===== config.mk =====
export PLATFORM = sky130hd
export DESIGN_NAME = coproc_cmd_engine_flat
export DESIGN_NICKNAME = d
export VERILOG_FILES = /design/src/verilog/coproc_cmd_pkg.sv /design/src/verilog/coproc_cmd_if.sv /design/src/verilog/coproc_cmd_engine.sv /design/src/flat_wrapper.sv
export SDC_FILE = /design/constraint.sdc
export NUM_CORES = 2
export LEC_CHECK = 0
export ABC_AREA = 1
export CAP_MARGIN = 20
export CORE_UTILIZATION = 40
export CTS_CLUSTER_DIAMETER = 120
export DETAILED_ROUTE_END_ITERATION = 8
export DONT_BUFFER_PORTS = 1
export HOLD_SLACK_MARGIN = 0.02
export PLACE_DENSITY = 0.59
export SYNTH_ARGS = -nofsm -noshare
export SYNTH_HDL_FRONTEND = slang
export SYNTH_SLANG_ARGS = --single-unit

===== constraint.sdc =====
create_clock -name MCLK -period 60.6 [get_ports MCLK]
set_input_delay 18.18 -clock MCLK [delete_from_list [all_inputs] [get_ports MCLK]]
set_output_delay 18.18 -clock MCLK [all_outputs]
set_load 0.02 [all_outputs]

===== src/verilog/coproc_cmd_pkg.sv =====
// shared opcodes, layouts, reset values and timing counts for the command link
package coproc_cmd_pkg;
  localparam logic [31:0] OP_SET_ROTATE    = 32'hffffff36;
  localparam logic [31:0] OP_SPINNER       = 32'hffffff16;
  localparam logic [31:0] OP_SCREENSAVER   = 32'hffffff2f;
  localparam logic [31:0] OP_SKETCH        = 32'hffffff30;
  localparam logic [31:0] OP_STOP          = 32'hffffff17;
  localparam logic [31:0] OP_SET_FONT      = 32'hffffff2b;
  localparam logic [31:0] OP_SET_FONT_EXT  = 32'hffffff3b;
  localparam logic [31:0] OP_SET_SCRATCH   = 32'hffffff3c;
  // parameter words following each opcode that takes any
  localparam int          PW_SET_ROTATE    = 1;
  localparam int          PW_SPINNER       = 2;
  localparam int          PW_SKETCH        = 4;
  localparam int          PW_SET_FONT      = 2;
  localparam int          PW_SET_FONT_EXT  = 3;
  localparam int          PW_SET_SCRATCH   = 1;
  localparam logic [2:0]  ROTATE_MAX       = 3'h7;
  localparam logic [1:0]  SPIN_STYLE_MAX   = 2'h3;
  localparam logic [4:0]  SCRATCH_RESET    = 5'h0f;
  localparam logic [4:0]  HANDLE_MAX       = 5'h1f;
  localparam logic [31:0] one_bit_luma_format   = 32'h00000001;
  localparam logic [31:0] eight_bit_luma_format = 32'h00000003;
  // frames per spinner cycle at 60 fps: 2 s, 1.25 s, 2 s, 1 s
  localparam int          SPIN_FRAMES_S0   = 120;
  localparam int          SPIN_FRAMES_S1   = 75;
  localparam int          SPIN_FRAMES_S2   = 120;
  localparam int          SPIN_FRAMES_S3   = 60;
  localparam int          CLK_HZ           = 40000000;
  localparam int          FRAME_HZ         = 60;
  localparam int          TOUCH_HZ_MAX     = 1000;
  localparam int          FRAME_CYCLES     = CLK_HZ / FRAME_HZ;
  // least period for a 1000 Hz ceiling, rounded up
  localparam int          TOUCH_CYCLES     = (CLK_HZ + TOUCH_HZ_MAX - 1) / TOUCH_HZ_MAX;
  // vertex instruction opcode in bits 31:30
  localparam logic [1:0]  VERTEX_OP        = 2'h1;
  typedef enum logic [1:0] {TASK_NONE = 2'h0, TASK_SPIN = 2'h1,
                            TASK_SAVER = 2'h3, TASK_SKETCH = 2'h2} task_e;
endpackage : coproc_cmd_pkg


===== src/verilog/coproc_cmd_if.sv =====
// word link from the host command writer to the co-processor
`timescale 1ns/1ps
interface coproc_cmd_if;
  logic        cmd_valid;
  logic [31:0] cmd_word;
  logic        cmd_ready;
  logic        cmd_idle;
  modport host   (output cmd_valid, output cmd_word, input cmd_ready, input cmd_idle);
  modport device (input cmd_valid, input cmd_word, output cmd_ready, output cmd_idle);
endinterface : coproc_cmd_if


===== src/verilog/coproc_cmd_engine.sv =====
// co-processor end: decodes rotate, periodic task, font and scratch commands
`timescale 1ns/1ps
module coproc_cmd_engine #(
  parameter int FRAME_DIV = coproc_cmd_pkg::FRAME_CYCLES,
  parameter int TOUCH_DIV = coproc_cmd_pkg::TOUCH_CYCLES
) (
  // clock and reset
  input  wire logic        MCLK,
  input  wire logic        SYS_RST,
  // command link
  coproc_cmd_if.device     CMD,
  // touch input, from pins
  input  wire logic        TOUCH_VALID,
  input  wire logic [15:0] TOUCH_X,
  input  wire logic [15:0] TOUCH_Y,
  // display state
  output logic [2:0]       ROTATE,
  output logic [2:0]       TOUCH_ORIENT,
  output logic             DL_SWAP,
  output logic [31:0]      MACRO_SLOT_ZERO,
  output logic [31:0]      MACRO_SLOT_ONE,
  // sketch bitmap write
  output logic             PIX_WE,
  output logic [31:0]      PIX_ADDR,
  output logic [7:0]       PIX_DATA,
  // font, scratch and task state
  output logic             FONT_WE,
  output logic [4:0]       FONT_HANDLE,
  output logic [31:0]      FONT_METRICS,
  output logic [31:0]      FONT_FIRST_CHAR,
  output logic [4:0]       SCRATCH_HANDLE,
  output logic [1:0]       TASK_ACTIVE
);
  import coproc_cmd_pkg::*;

  // dividers below two are refused at elaboration
  if (FRAME_DIV < 2 || TOUCH_DIV < 2)
  begin : g_bad_div
    $error("divider too small");
  end

  typedef enum logic [1:0] {ST_OP = 2'h0, ST_PARAM = 2'h1} dec_e;
  dec_e        st_reg;
  logic [31:0] op_reg;
  logic [2:0]  idx_reg;
  logic [2:0]  need_reg;
  logic [31:0] p_reg [0:3];
  task_e       task_reg;
  logic        take;
  logic        last;
  logic [2:0]  need_next;

  assign take      = CMD.cmd_valid && CMD.cmd_ready;
  assign last      = take && (st_reg == ST_PARAM) && (idx_reg == need_reg - 3'h1);
  assign CMD.cmd_ready = 1'b1;

  always_comb
  begin
    need_next = 3'h0;
    if (CMD.cmd_word == OP_SET_ROTATE) need_next = 3'(PW_SET_ROTATE);
    else if (CMD.cmd_word == OP_SPINNER) need_next = 3'(PW_SPINNER);
    else if (CMD.cmd_word == OP_SKETCH) need_next = 3'(PW_SKETCH);
    else if (CMD.cmd_word == OP_SET_FONT) need_next = 3'(PW_SET_FONT);
    else if (CMD.cmd_word == OP_SET_FONT_EXT) need_next = 3'(PW_SET_FONT_EXT);
    else if (CMD.cmd_word == OP_SET_SCRATCH) need_next = 3'(PW_SET_SCRATCH);
  end

  // decoder: opcode, then its exact count of parameter words
  always_ff @(posedge MCLK or posedge SYS_RST)
  begin
    if (SYS_RST)
    begin
      st_reg   <= ST_OP;
      op_reg   <= 32'h0;
      idx_reg  <= 3'h0;
      need_reg <= 3'h0;
    end
    else if (take)
    begin
      if (st_reg == ST_OP)
      begin
        op_reg   <= CMD.cmd_word;
        need_reg <= need_next;
        idx_reg  <= 3'h0;
        if (need_next != 3'h0) st_reg <= ST_PARAM;
      end
      else
      begin
        idx_reg <= idx_reg + 3'h1;
        if (last) st_reg <= ST_OP;
      end
    end
  end

  always_ff @(posedge MCLK)
  begin
    if (take && st_reg == ST_PARAM) p_reg[idx_reg[1:0]] <= CMD.cmd_word;
  end

  // idle: no partial command held
  always_ff @(posedge MCLK or posedge SYS_RST)
  begin
    if (SYS_RST) CMD.cmd_idle <= 1'b1;
    else CMD.cmd_idle <= !(take && (st_reg == ST_OP) && need_next != 3'h0)
                         && !(st_reg == ST_PARAM && !last);
  end

  // immediate commands
  always_ff @(posedge MCLK or posedge SYS_RST)
  begin
    if (SYS_RST)
    begin
      ROTATE          <= 3'h0;
      TOUCH_ORIENT    <= 3'h0;
      FONT_WE         <= 1'b0;
      FONT_HANDLE     <= 5'h0;
      FONT_METRICS    <= 32'h0;
      FONT_FIRST_CHAR <= 32'h0;
      SCRATCH_HANDLE  <= SCRATCH_RESET;
    end
    else
    begin
      FONT_WE <= 1'b0;
      if (last && op_reg == OP_SET_ROTATE)
      begin
        ROTATE       <= CMD.cmd_word[2:0];
        TOUCH_ORIENT <= CMD.cmd_word[2:0];
      end
      if (last && (op_reg == OP_SET_FONT || op_reg == OP_SET_FONT_EXT))
      begin
        FONT_WE      <= 1'b1;
        FONT_HANDLE  <= p_reg[0][4:0];
        FONT_METRICS <= (op_reg == OP_SET_FONT) ? CMD.cmd_word : p_reg[1];
        FONT_FIRST_CHAR <= (op_reg == OP_SET_FONT_EXT) ? CMD.cmd_word : 32'h0;
      end
      if (last && op_reg == OP_SET_SCRATCH) SCRATCH_HANDLE <= CMD.cmd_word[4:0];
    end
  end

  // periodic task selection; a new start replaces any running one
  logic [15:0] sx_reg, sy_reg, sw_reg, sh_reg;
  logic [1:0]  style_reg;
  logic [15:0] scale_reg;
  logic [31:0] base_reg;
  logic        l8_reg;
  always_ff @(posedge MCLK or posedge SYS_RST)
  begin
    if (SYS_RST)
    begin
      task_reg  <= TASK_NONE;
      sx_reg    <= 16'h0;
      sy_reg    <= 16'h0;
      sw_reg    <= 16'h0;
      sh_reg    <= 16'h0;
      style_reg <= 2'h0;
      scale_reg <= 16'h0;
      base_reg  <= 32'h0;
      l8_reg    <= 1'b0;
    end
    else if (take && st_reg == ST_OP && CMD.cmd_word == OP_STOP) task_reg <= TASK_NONE;
    else if (take && st_reg == ST_OP && CMD.cmd_word == OP_SCREENSAVER)
      task_reg <= TASK_SAVER;
    else if (last && op_reg == OP_SPINNER)
    begin
      task_reg  <= TASK_SPIN;
      sx_reg    <= p_reg[0][15:0];
      sy_reg    <= p_reg[0][31:16];
      style_reg <= CMD.cmd_word[1:0];
      scale_reg <= CMD.cmd_word[31:16];
    end
    else if (last && op_reg == OP_SKETCH)
    begin
      task_reg <= TASK_SKETCH;
      sx_reg   <= p_reg[0][15:0];
      sy_reg   <= p_reg[0][31:16];
      sw_reg   <= p_reg[1][15:0];
      sh_reg   <= p_reg[1][31:16];
      base_reg <= p_reg[2];
      l8_reg   <= (CMD.cmd_word == eight_bit_luma_format);
    end
  end
  assign TASK_ACTIVE = task_reg;

  // frame and touch tick dividers, free running
  logic [31:0] fdiv_reg, tdiv_reg;
  logic        ftick, ttick;
  assign ftick = (fdiv_reg == 32'(FRAME_DIV - 1));
  assign ttick = (tdiv_reg == 32'(TOUCH_DIV - 1));
  always_ff @(posedge MCLK or posedge SYS_RST)
  begin
    if (SYS_RST)
    begin
      fdiv_reg <= 32'h0;
      tdiv_reg <= 32'h0;
    end
    else
    begin
      fdiv_reg <= ftick ? 32'h0 : fdiv_reg + 32'h1;
      tdiv_reg <= ttick ? 32'h0 : tdiv_reg + 32'h1;
    end
  end

  // animation: spinner phase and screensaver bounce
  logic [6:0]  phase_reg;
  logic [6:0]  plen;
  logic [15:0] vx_reg, vy_reg;
  logic        dx_reg, dy_reg;
  always_comb
  begin
    case (style_reg)
      2'h0:    plen = 7'(SPIN_FRAMES_S0);
      2'h1:    plen = 7'(SPIN_FRAMES_S1);
      2'h2:    plen = 7'(SPIN_FRAMES_S2);
      default: plen = 7'(SPIN_FRAMES_S3);
    endcase
  end
  always_ff @(posedge MCLK or posedge SYS_RST)
  begin
    if (SYS_RST)
    begin
      phase_reg       <= 7'h0;
      vx_reg          <= 16'h0;
      vy_reg          <= 16'h0;
      dx_reg          <= 1'b0;
      dy_reg          <= 1'b0;
      MACRO_SLOT_ZERO <= 32'h0;
      MACRO_SLOT_ONE  <= 32'h0;
      DL_SWAP         <= 1'b0;
    end
    else
    begin
      DL_SWAP <= last && op_reg == OP_SPINNER;
      if (task_reg == TASK_SPIN && ftick)
      begin
        phase_reg <= (phase_reg >= plen - 7'h1) ? 7'h0 : phase_reg + 7'h1;
        // scale zero keeps unit size
        MACRO_SLOT_ZERO <= {VERTEX_OP, 1'b0, sx_reg[13:0], 1'b0, sy_reg[13:0]};
        MACRO_SLOT_ONE  <= {scale_reg == 16'h0 ? 16'h1 : scale_reg,
                            5'h0, style_reg, 2'h0, phase_reg};
      end
      else if (task_reg == TASK_SAVER && ftick)
      begin
        vx_reg <= dx_reg ? vx_reg - 16'h1 : vx_reg + 16'h1;
        vy_reg <= dy_reg ? vy_reg - 16'h1 : vy_reg + 16'h1;
        if (vx_reg == 16'h01ff || (dx_reg && vx_reg == 16'h1)) dx_reg <= !dx_reg;
        if (vy_reg == 16'h00ff || (dy_reg && vy_reg == 16'h1)) dy_reg <= !dy_reg;
        MACRO_SLOT_ZERO <= {VERTEX_OP, 1'b0, vx_reg[13:0], 1'b0, vy_reg[13:0]};
      end
      else if (task_reg == TASK_NONE) phase_reg <= 7'h0;
    end
  end

  // sketch: touch pins synchronised before use
  logic        tv1_reg, tv2_reg;
  logic [15:0] tx1_reg, tx2_reg, ty1_reg, ty2_reg;
  logic [15:0] rx, ry;
  logic [31:0] off;
  always_ff @(posedge MCLK or posedge SYS_RST)
  begin
    if (SYS_RST)
    begin
      tv1_reg <= 1'b0;
      tv2_reg <= 1'b0;
      tx1_reg <= 16'h0;
      tx2_reg <= 16'h0;
      ty1_reg <= 16'h0;
      ty2_reg <= 16'h0;
    end
    else
    begin
      tv1_reg <= TOUCH_VALID;
      tv2_reg <= tv1_reg;
      tx1_reg <= TOUCH_X;
      tx2_reg <= tx1_reg;
      ty1_reg <= TOUCH_Y;
      ty2_reg <= ty1_reg;
    end
  end
  assign rx  = tx2_reg - sx_reg;
  assign ry  = ty2_reg - sy_reg;
  assign off = 32'(ry) * 32'(sw_reg) + 32'(rx);
  always_ff @(posedge MCLK or posedge SYS_RST)
  begin
    if (SYS_RST)
    begin
      PIX_WE   <= 1'b0;
      PIX_ADDR <= 32'h0;
      PIX_DATA <= 8'h0;
    end
    else
    begin
      // one pixel per touch sample, only inside the area
      PIX_WE <= task_reg == TASK_SKETCH && ttick && tv2_reg
                && tx2_reg >= sx_reg && rx < sw_reg
                && ty2_reg >= sy_reg && ry < sh_reg;
      PIX_ADDR <= base_reg + (l8_reg ? off : (off >> 3));
      PIX_DATA <= l8_reg ? 8'hff : (8'h80 >> off[2:0]);
    end
  end
endmodule : coproc_cmd_engine


===== src/flat_wrapper.sv =====
// flat-port wrapper written by rule: the top's interface ports become plain ports
module coproc_cmd_engine_flat import coproc_cmd_pkg::*;
#(
  parameter int FRAME_DIV = coproc_cmd_pkg::FRAME_CYCLES,
  parameter int TOUCH_DIV = coproc_cmd_pkg::TOUCH_CYCLES
)
  (MCLK, SYS_RST, TOUCH_VALID, TOUCH_X, TOUCH_Y, ROTATE, TOUCH_ORIENT, DL_SWAP, MACRO_SLOT_ZERO, MACRO_SLOT_ONE, PIX_WE, PIX_ADDR, PIX_DATA, FONT_WE, FONT_HANDLE, FONT_METRICS, FONT_FIRST_CHAR, SCRATCH_HANDLE, TASK_ACTIVE, CMD_cmd_valid, CMD_cmd_word, CMD_cmd_ready, CMD_cmd_idle);
  coproc_cmd_if CMD_i ();
  input  wire logic MCLK;
  input  wire logic SYS_RST;
  input  wire logic TOUCH_VALID;
  input  wire logic [15:0] TOUCH_X;
  input  wire logic [15:0] TOUCH_Y;
  output logic [2:0] ROTATE;
  output logic [2:0] TOUCH_ORIENT;
  output logic DL_SWAP;
  output logic [31:0] MACRO_SLOT_ZERO;
  output logic [31:0] MACRO_SLOT_ONE;
  output logic PIX_WE;
  output logic [31:0] PIX_ADDR;
  output logic [7:0] PIX_DATA;
  output logic FONT_WE;
  output logic [4:0] FONT_HANDLE;
  output logic [31:0] FONT_METRICS;
  output logic [31:0] FONT_FIRST_CHAR;
  output logic [4:0] SCRATCH_HANDLE;
  output logic [1:0] TASK_ACTIVE;
  input wire logic [$bits(CMD_i.cmd_valid)-1:0] CMD_cmd_valid;
  input wire logic [$bits(CMD_i.cmd_word)-1:0] CMD_cmd_word;
  output wire logic [$bits(CMD_i.cmd_ready)-1:0] CMD_cmd_ready;
  output wire logic [$bits(CMD_i.cmd_idle)-1:0] CMD_cmd_idle;
  assign CMD_i.cmd_valid = CMD_cmd_valid;
  assign CMD_i.cmd_word = CMD_cmd_word;
  assign CMD_cmd_ready = CMD_i.cmd_ready;
  assign CMD_cmd_idle = CMD_i.cmd_idle;
  coproc_cmd_engine #(.FRAME_DIV(FRAME_DIV), .TOUCH_DIV(TOUCH_DIV)) u_core (.MCLK(MCLK), .SYS_RST(SYS_RST), .CMD(CMD_i), .TOUCH_VALID(TOUCH_VALID), .TOUCH_X(TOUCH_X), .TOUCH_Y(TOUCH_Y), .ROTATE(ROTATE), .TOUCH_ORIENT(TOUCH_ORIENT), .DL_SWAP(DL_SWAP), .MACRO_SLOT_ZERO(MACRO_SLOT_ZERO), .MACRO_SLOT_ONE(MACRO_SLOT_ONE), .PIX_WE(PIX_WE), .PIX_ADDR(PIX_ADDR), .PIX_DATA(PIX_DATA), .FONT_WE(FONT_WE), .FONT_HANDLE(FONT_HANDLE), .FONT_METRICS(FONT_METRICS), .FONT_FIRST_CHAR(FONT_FIRST_CHAR), .SCRATCH_HANDLE(SCRATCH_HANDLE), .TASK_ACTIVE(TASK_ACTIVE));
endmodule

==> metrics.md <==
| Metric | Value |
|---|---|
| Mean area per synthesized cell | `8.48 µm²` |
| RD Place Congestion | `0.960` |
| Worst Path Max Fanout | `116` |
| P&R area growth vs syn | `9.58%` |
| Number of remaining DRC errors | `0` |
| WL/cell | `20.7 µm` |
| Max reg flops | `96` |
| Part of the cycle the worst path needs | `35.6%` |
| Routed WL | `120,000 µm` |
| Data arrival time of the worst path | `22,210 ps` |
| # Post-CTS Setup Buffers | `0` |
| Setup violators final | `0` |
| Clock Pin Slew Worst Setup and Hold Paths | `60 ps` |
| Achievable Freq | `46.4 MHz` |
| Reg2reg start | `u_core.sy_reg[0]$_DFFE_PP0P_` |
| Worst R2R Setup Slack | `50,690 ps` |
| Clk_skew | `32.3 ps` |
| Status | `finished, final reports clean` |
| Slew @ Worst Pin | `1030 ps` |
| Synthesized cell area | `0.0381 mm²` |
| Final Util | `44.5%` |
| Post-DP HPWL | `92,400 µm` |
| Global route overflow | `0` |
| Die height | `311 µm` |
| Setup crit end kind | `async pin` |
| Largest net degree at the start of global routing | `117` |
| CTS tree | `done` |
| Yosys cell types | `58` |
| 1st-iter DRT viols | `2,572` |
| Slew Viols, Final | `0` |
| H-tree Lvls | `3` |
| Max Root-Sink Buffers | `3` |
| Critical path class | `primary input to async pin` |
| Total track usage | `24.6%` |
| Min-delay src | `u_core.ty1_reg[5]$_DFF_PP0_` |
| Core ar. | `0.0939 mm²` |
| Required time worst endpoint | `61,240 ps` |
| Final setup TNS | `0 ps` |
| Starting Density | `40.6%` |
| Top-area cell type share of the netlist area | `32.6%` |
| Post-CTS Resized | `0` |
| Io pins | `259` |
| Top cells by area, synth | `dfrtp_1 (33%), nand2_1 (11%), fa_1 (11%), edfxtp_1 (7.6%), ha_1 (7.3%)` |
| Area leader, netlist | `dfrtp_1` |
| Num CTS Buffers | `70` |
| Async SR Flop Fraction | `83.9%` |
| FF+latch count, synth | `598` |
| Die W | `311 µm` |
| RSZ-0062 raised after global routing | `false` |
| WHS Path Cells | `0` |
| Initial antenna violation count | `12` |
| Final Hold Fails | `0` |
| Clk_lat worst skew | `660 ps` |
| Floorplan row count | `112` |
| Initial DRT Pass Iterations | `6` |
| Antenna-violating nets left | `0` |
| Nets | `4,971` |
| Mapped Cells | `4,494` |
| Predominant post-synthesis flop cell | `dfrtp_1` |
| Hold Buf Count CTS | `0` |
| First-pass GRT wire length | `181,000 µm` |
| Period minus WS final | `21,570 ps` |
| Critical Path Source Type | `primary input` |
| IO Port Bufs | `0` |
| Vias in the first global route | `29,300` |
| Die area | `0.0965 mm²` |
| Hold WC Path Type | `flip-flop to flip-flop` |
| Rel. slew slack | `30.9%` |
| Share of post-route cells with drive strength above 1 | `4.46%` |
| Sequential area share after synthesis | `40.6%` |
| Number of max-cap violations | `0` |
| Hold Path End | `u_core.ty2_reg[5]$_DFF_PP0_` |
| Root Buffer | `clkbuf_16` |
| Number of flops mapped to enable cells by yosys | `96` |
| CTS Sinks | `598` |
| Vias per inst | `5.20` |
| FF-to-FF End | `u_core.PIX_ADDR[31]$_DFF_PP0_` |
| Routed via count | `30,100` |
| Worst Reg-to-Reg Cells | `42` |
| Yosys warns | `0` |
==> kinds of logic (layout without fill, tap and decap cells) <==
group	Yosys count	count (layout)	share of synthesized area, %
and+or+nand+nor	1986	1986	21.8
AOI/OAI and AO/OA	504	504	7.07
DFF	598	598	40.6
xor gates and xnor gates	165	165	3.85
buffers and inverters	804	826	8.20
adders and majority gates	435	435	18.5
other	2	14	0.0197
==> critical path, cell delays in order <==
cell	delay (ps)
inv_8	510
buf_4	860
buf_4	750
buf_4	850
buf_4	870
==> layout by cell type (no fill, tap or decap), types with 5 or more instances in the layout <==
cell,synthesis,routed
nand2_1,1154,1154
inv_1,647,646
dfrtp_1,497,496
nor2_1,368,363
o21ai_0,282,282
nand3_1,224,223
ha_1,222,222
fa_1,213,213
xor2_1,125,125
a21oi_1,118,118
edfxtp_1,96,96
nand4_1,82,82
nor3_1,72,72
clkbuf_16,0,72
nor4_1,42,42
o21ai_1,39,39
xnor2_1,37,36
buf_4,18,25
clkinv_2,0,17
a21o_1,13,13
o21bai_1,13,13
clkinv_1,12,12
or2_2,11,11
conb_1,2,11
clkbuf_1,86,11
clkbuf_8,0,11
inv_2,9,9
nor2_4,3,8
o21a_1,8,8
a31oi_1,8,8
nand3b_1,7,7
inv_6,0,7
nor3b_1,6,6
o211ai_1,5,5
dfstp_2,5,5
==> layer usage <==
layer	global-route usage, %	vias up	part of all wire, %
met4	9.28	18	3.6
met1	32.7	14500	43
met2	39.0	1099	45
met3	5.85	234	8.3
met5	0	-	0.11
li1	-	14200	-
==> through the flow <==
stage	hold slack, ps	instance area (µm²)	instances	worst slack, ps
global placement	335	39300	5645	38180
finish	344	41800	5782	39030
detailed placement	336	39400	5647	38130
floorplan	331	38100	4503	28410
CTS	346	41700	5776	38820
global route	348	41700	5779	38300
==> cell type report <==
class | instances | area [µm²]
clock inverters | 35 | 323
clock buffers | 94 | 1990
multi-input cells | 3101 | 19600
fillers | 9349 | 52100
inverters | 668 | 2510
diodes | 3 | 7.51
repair buffers | 29 | 283
flip-flops and latches | 598 | 15500
well taps | 1254 | 1570
==> cells in the mapped netlist (5+ instances only) <==
cell type,instances
o21bai_1,13
edfxtp_1,96
nor3_1,72
o21a_1,8
a21o_1,13
a21oi_1,118
xor2_1,125
buf_2,26
inv_1,647
inv_2,9
o21ai_0,282
xnor2_1,37
o21ai_1,39
nor2_1,368
a31oi_1,8
nor4_1,42
dfstp_2,5
nand4_1,82
nor3b_1,6
buf_1,5
fa_1,213
nand3_1,224
o211ai_1,5
clkbuf_1,86
nand3b_1,7
ha_1,222
buf_4,18
nand2_1,1154
or2_2,11
clkinv_1,12
dfrtp_1,497
==> how the worst max path moves through the flow <==
stage	from	end	slack [ps]	depth (start not counted)
floorplan	SYS_RST	u_core.DL_SWAP$_DFF_PP0_	28410	1
global placement	SYS_RST	u_core.tdiv_reg[10]$_DFF_PP0_	38180	5
detailed placement	SYS_RST	u_core.tdiv_reg[20]$_DFF_PP0_	38130	5
CTS	SYS_RST	u_core.tx2_reg[5]$_DFF_PP0_	38820	5
global route	SYS_RST	u_core.tx2_reg[5]$_DFF_PP0_	38300	5
finish	SYS_RST	u_core.tx1_reg[8]$_DFF_PP0_	39030	5
Power is left out: the tool's default activity adds up to more than one toggle a clock period on the data nets, which glitch-free logic cannot reach.
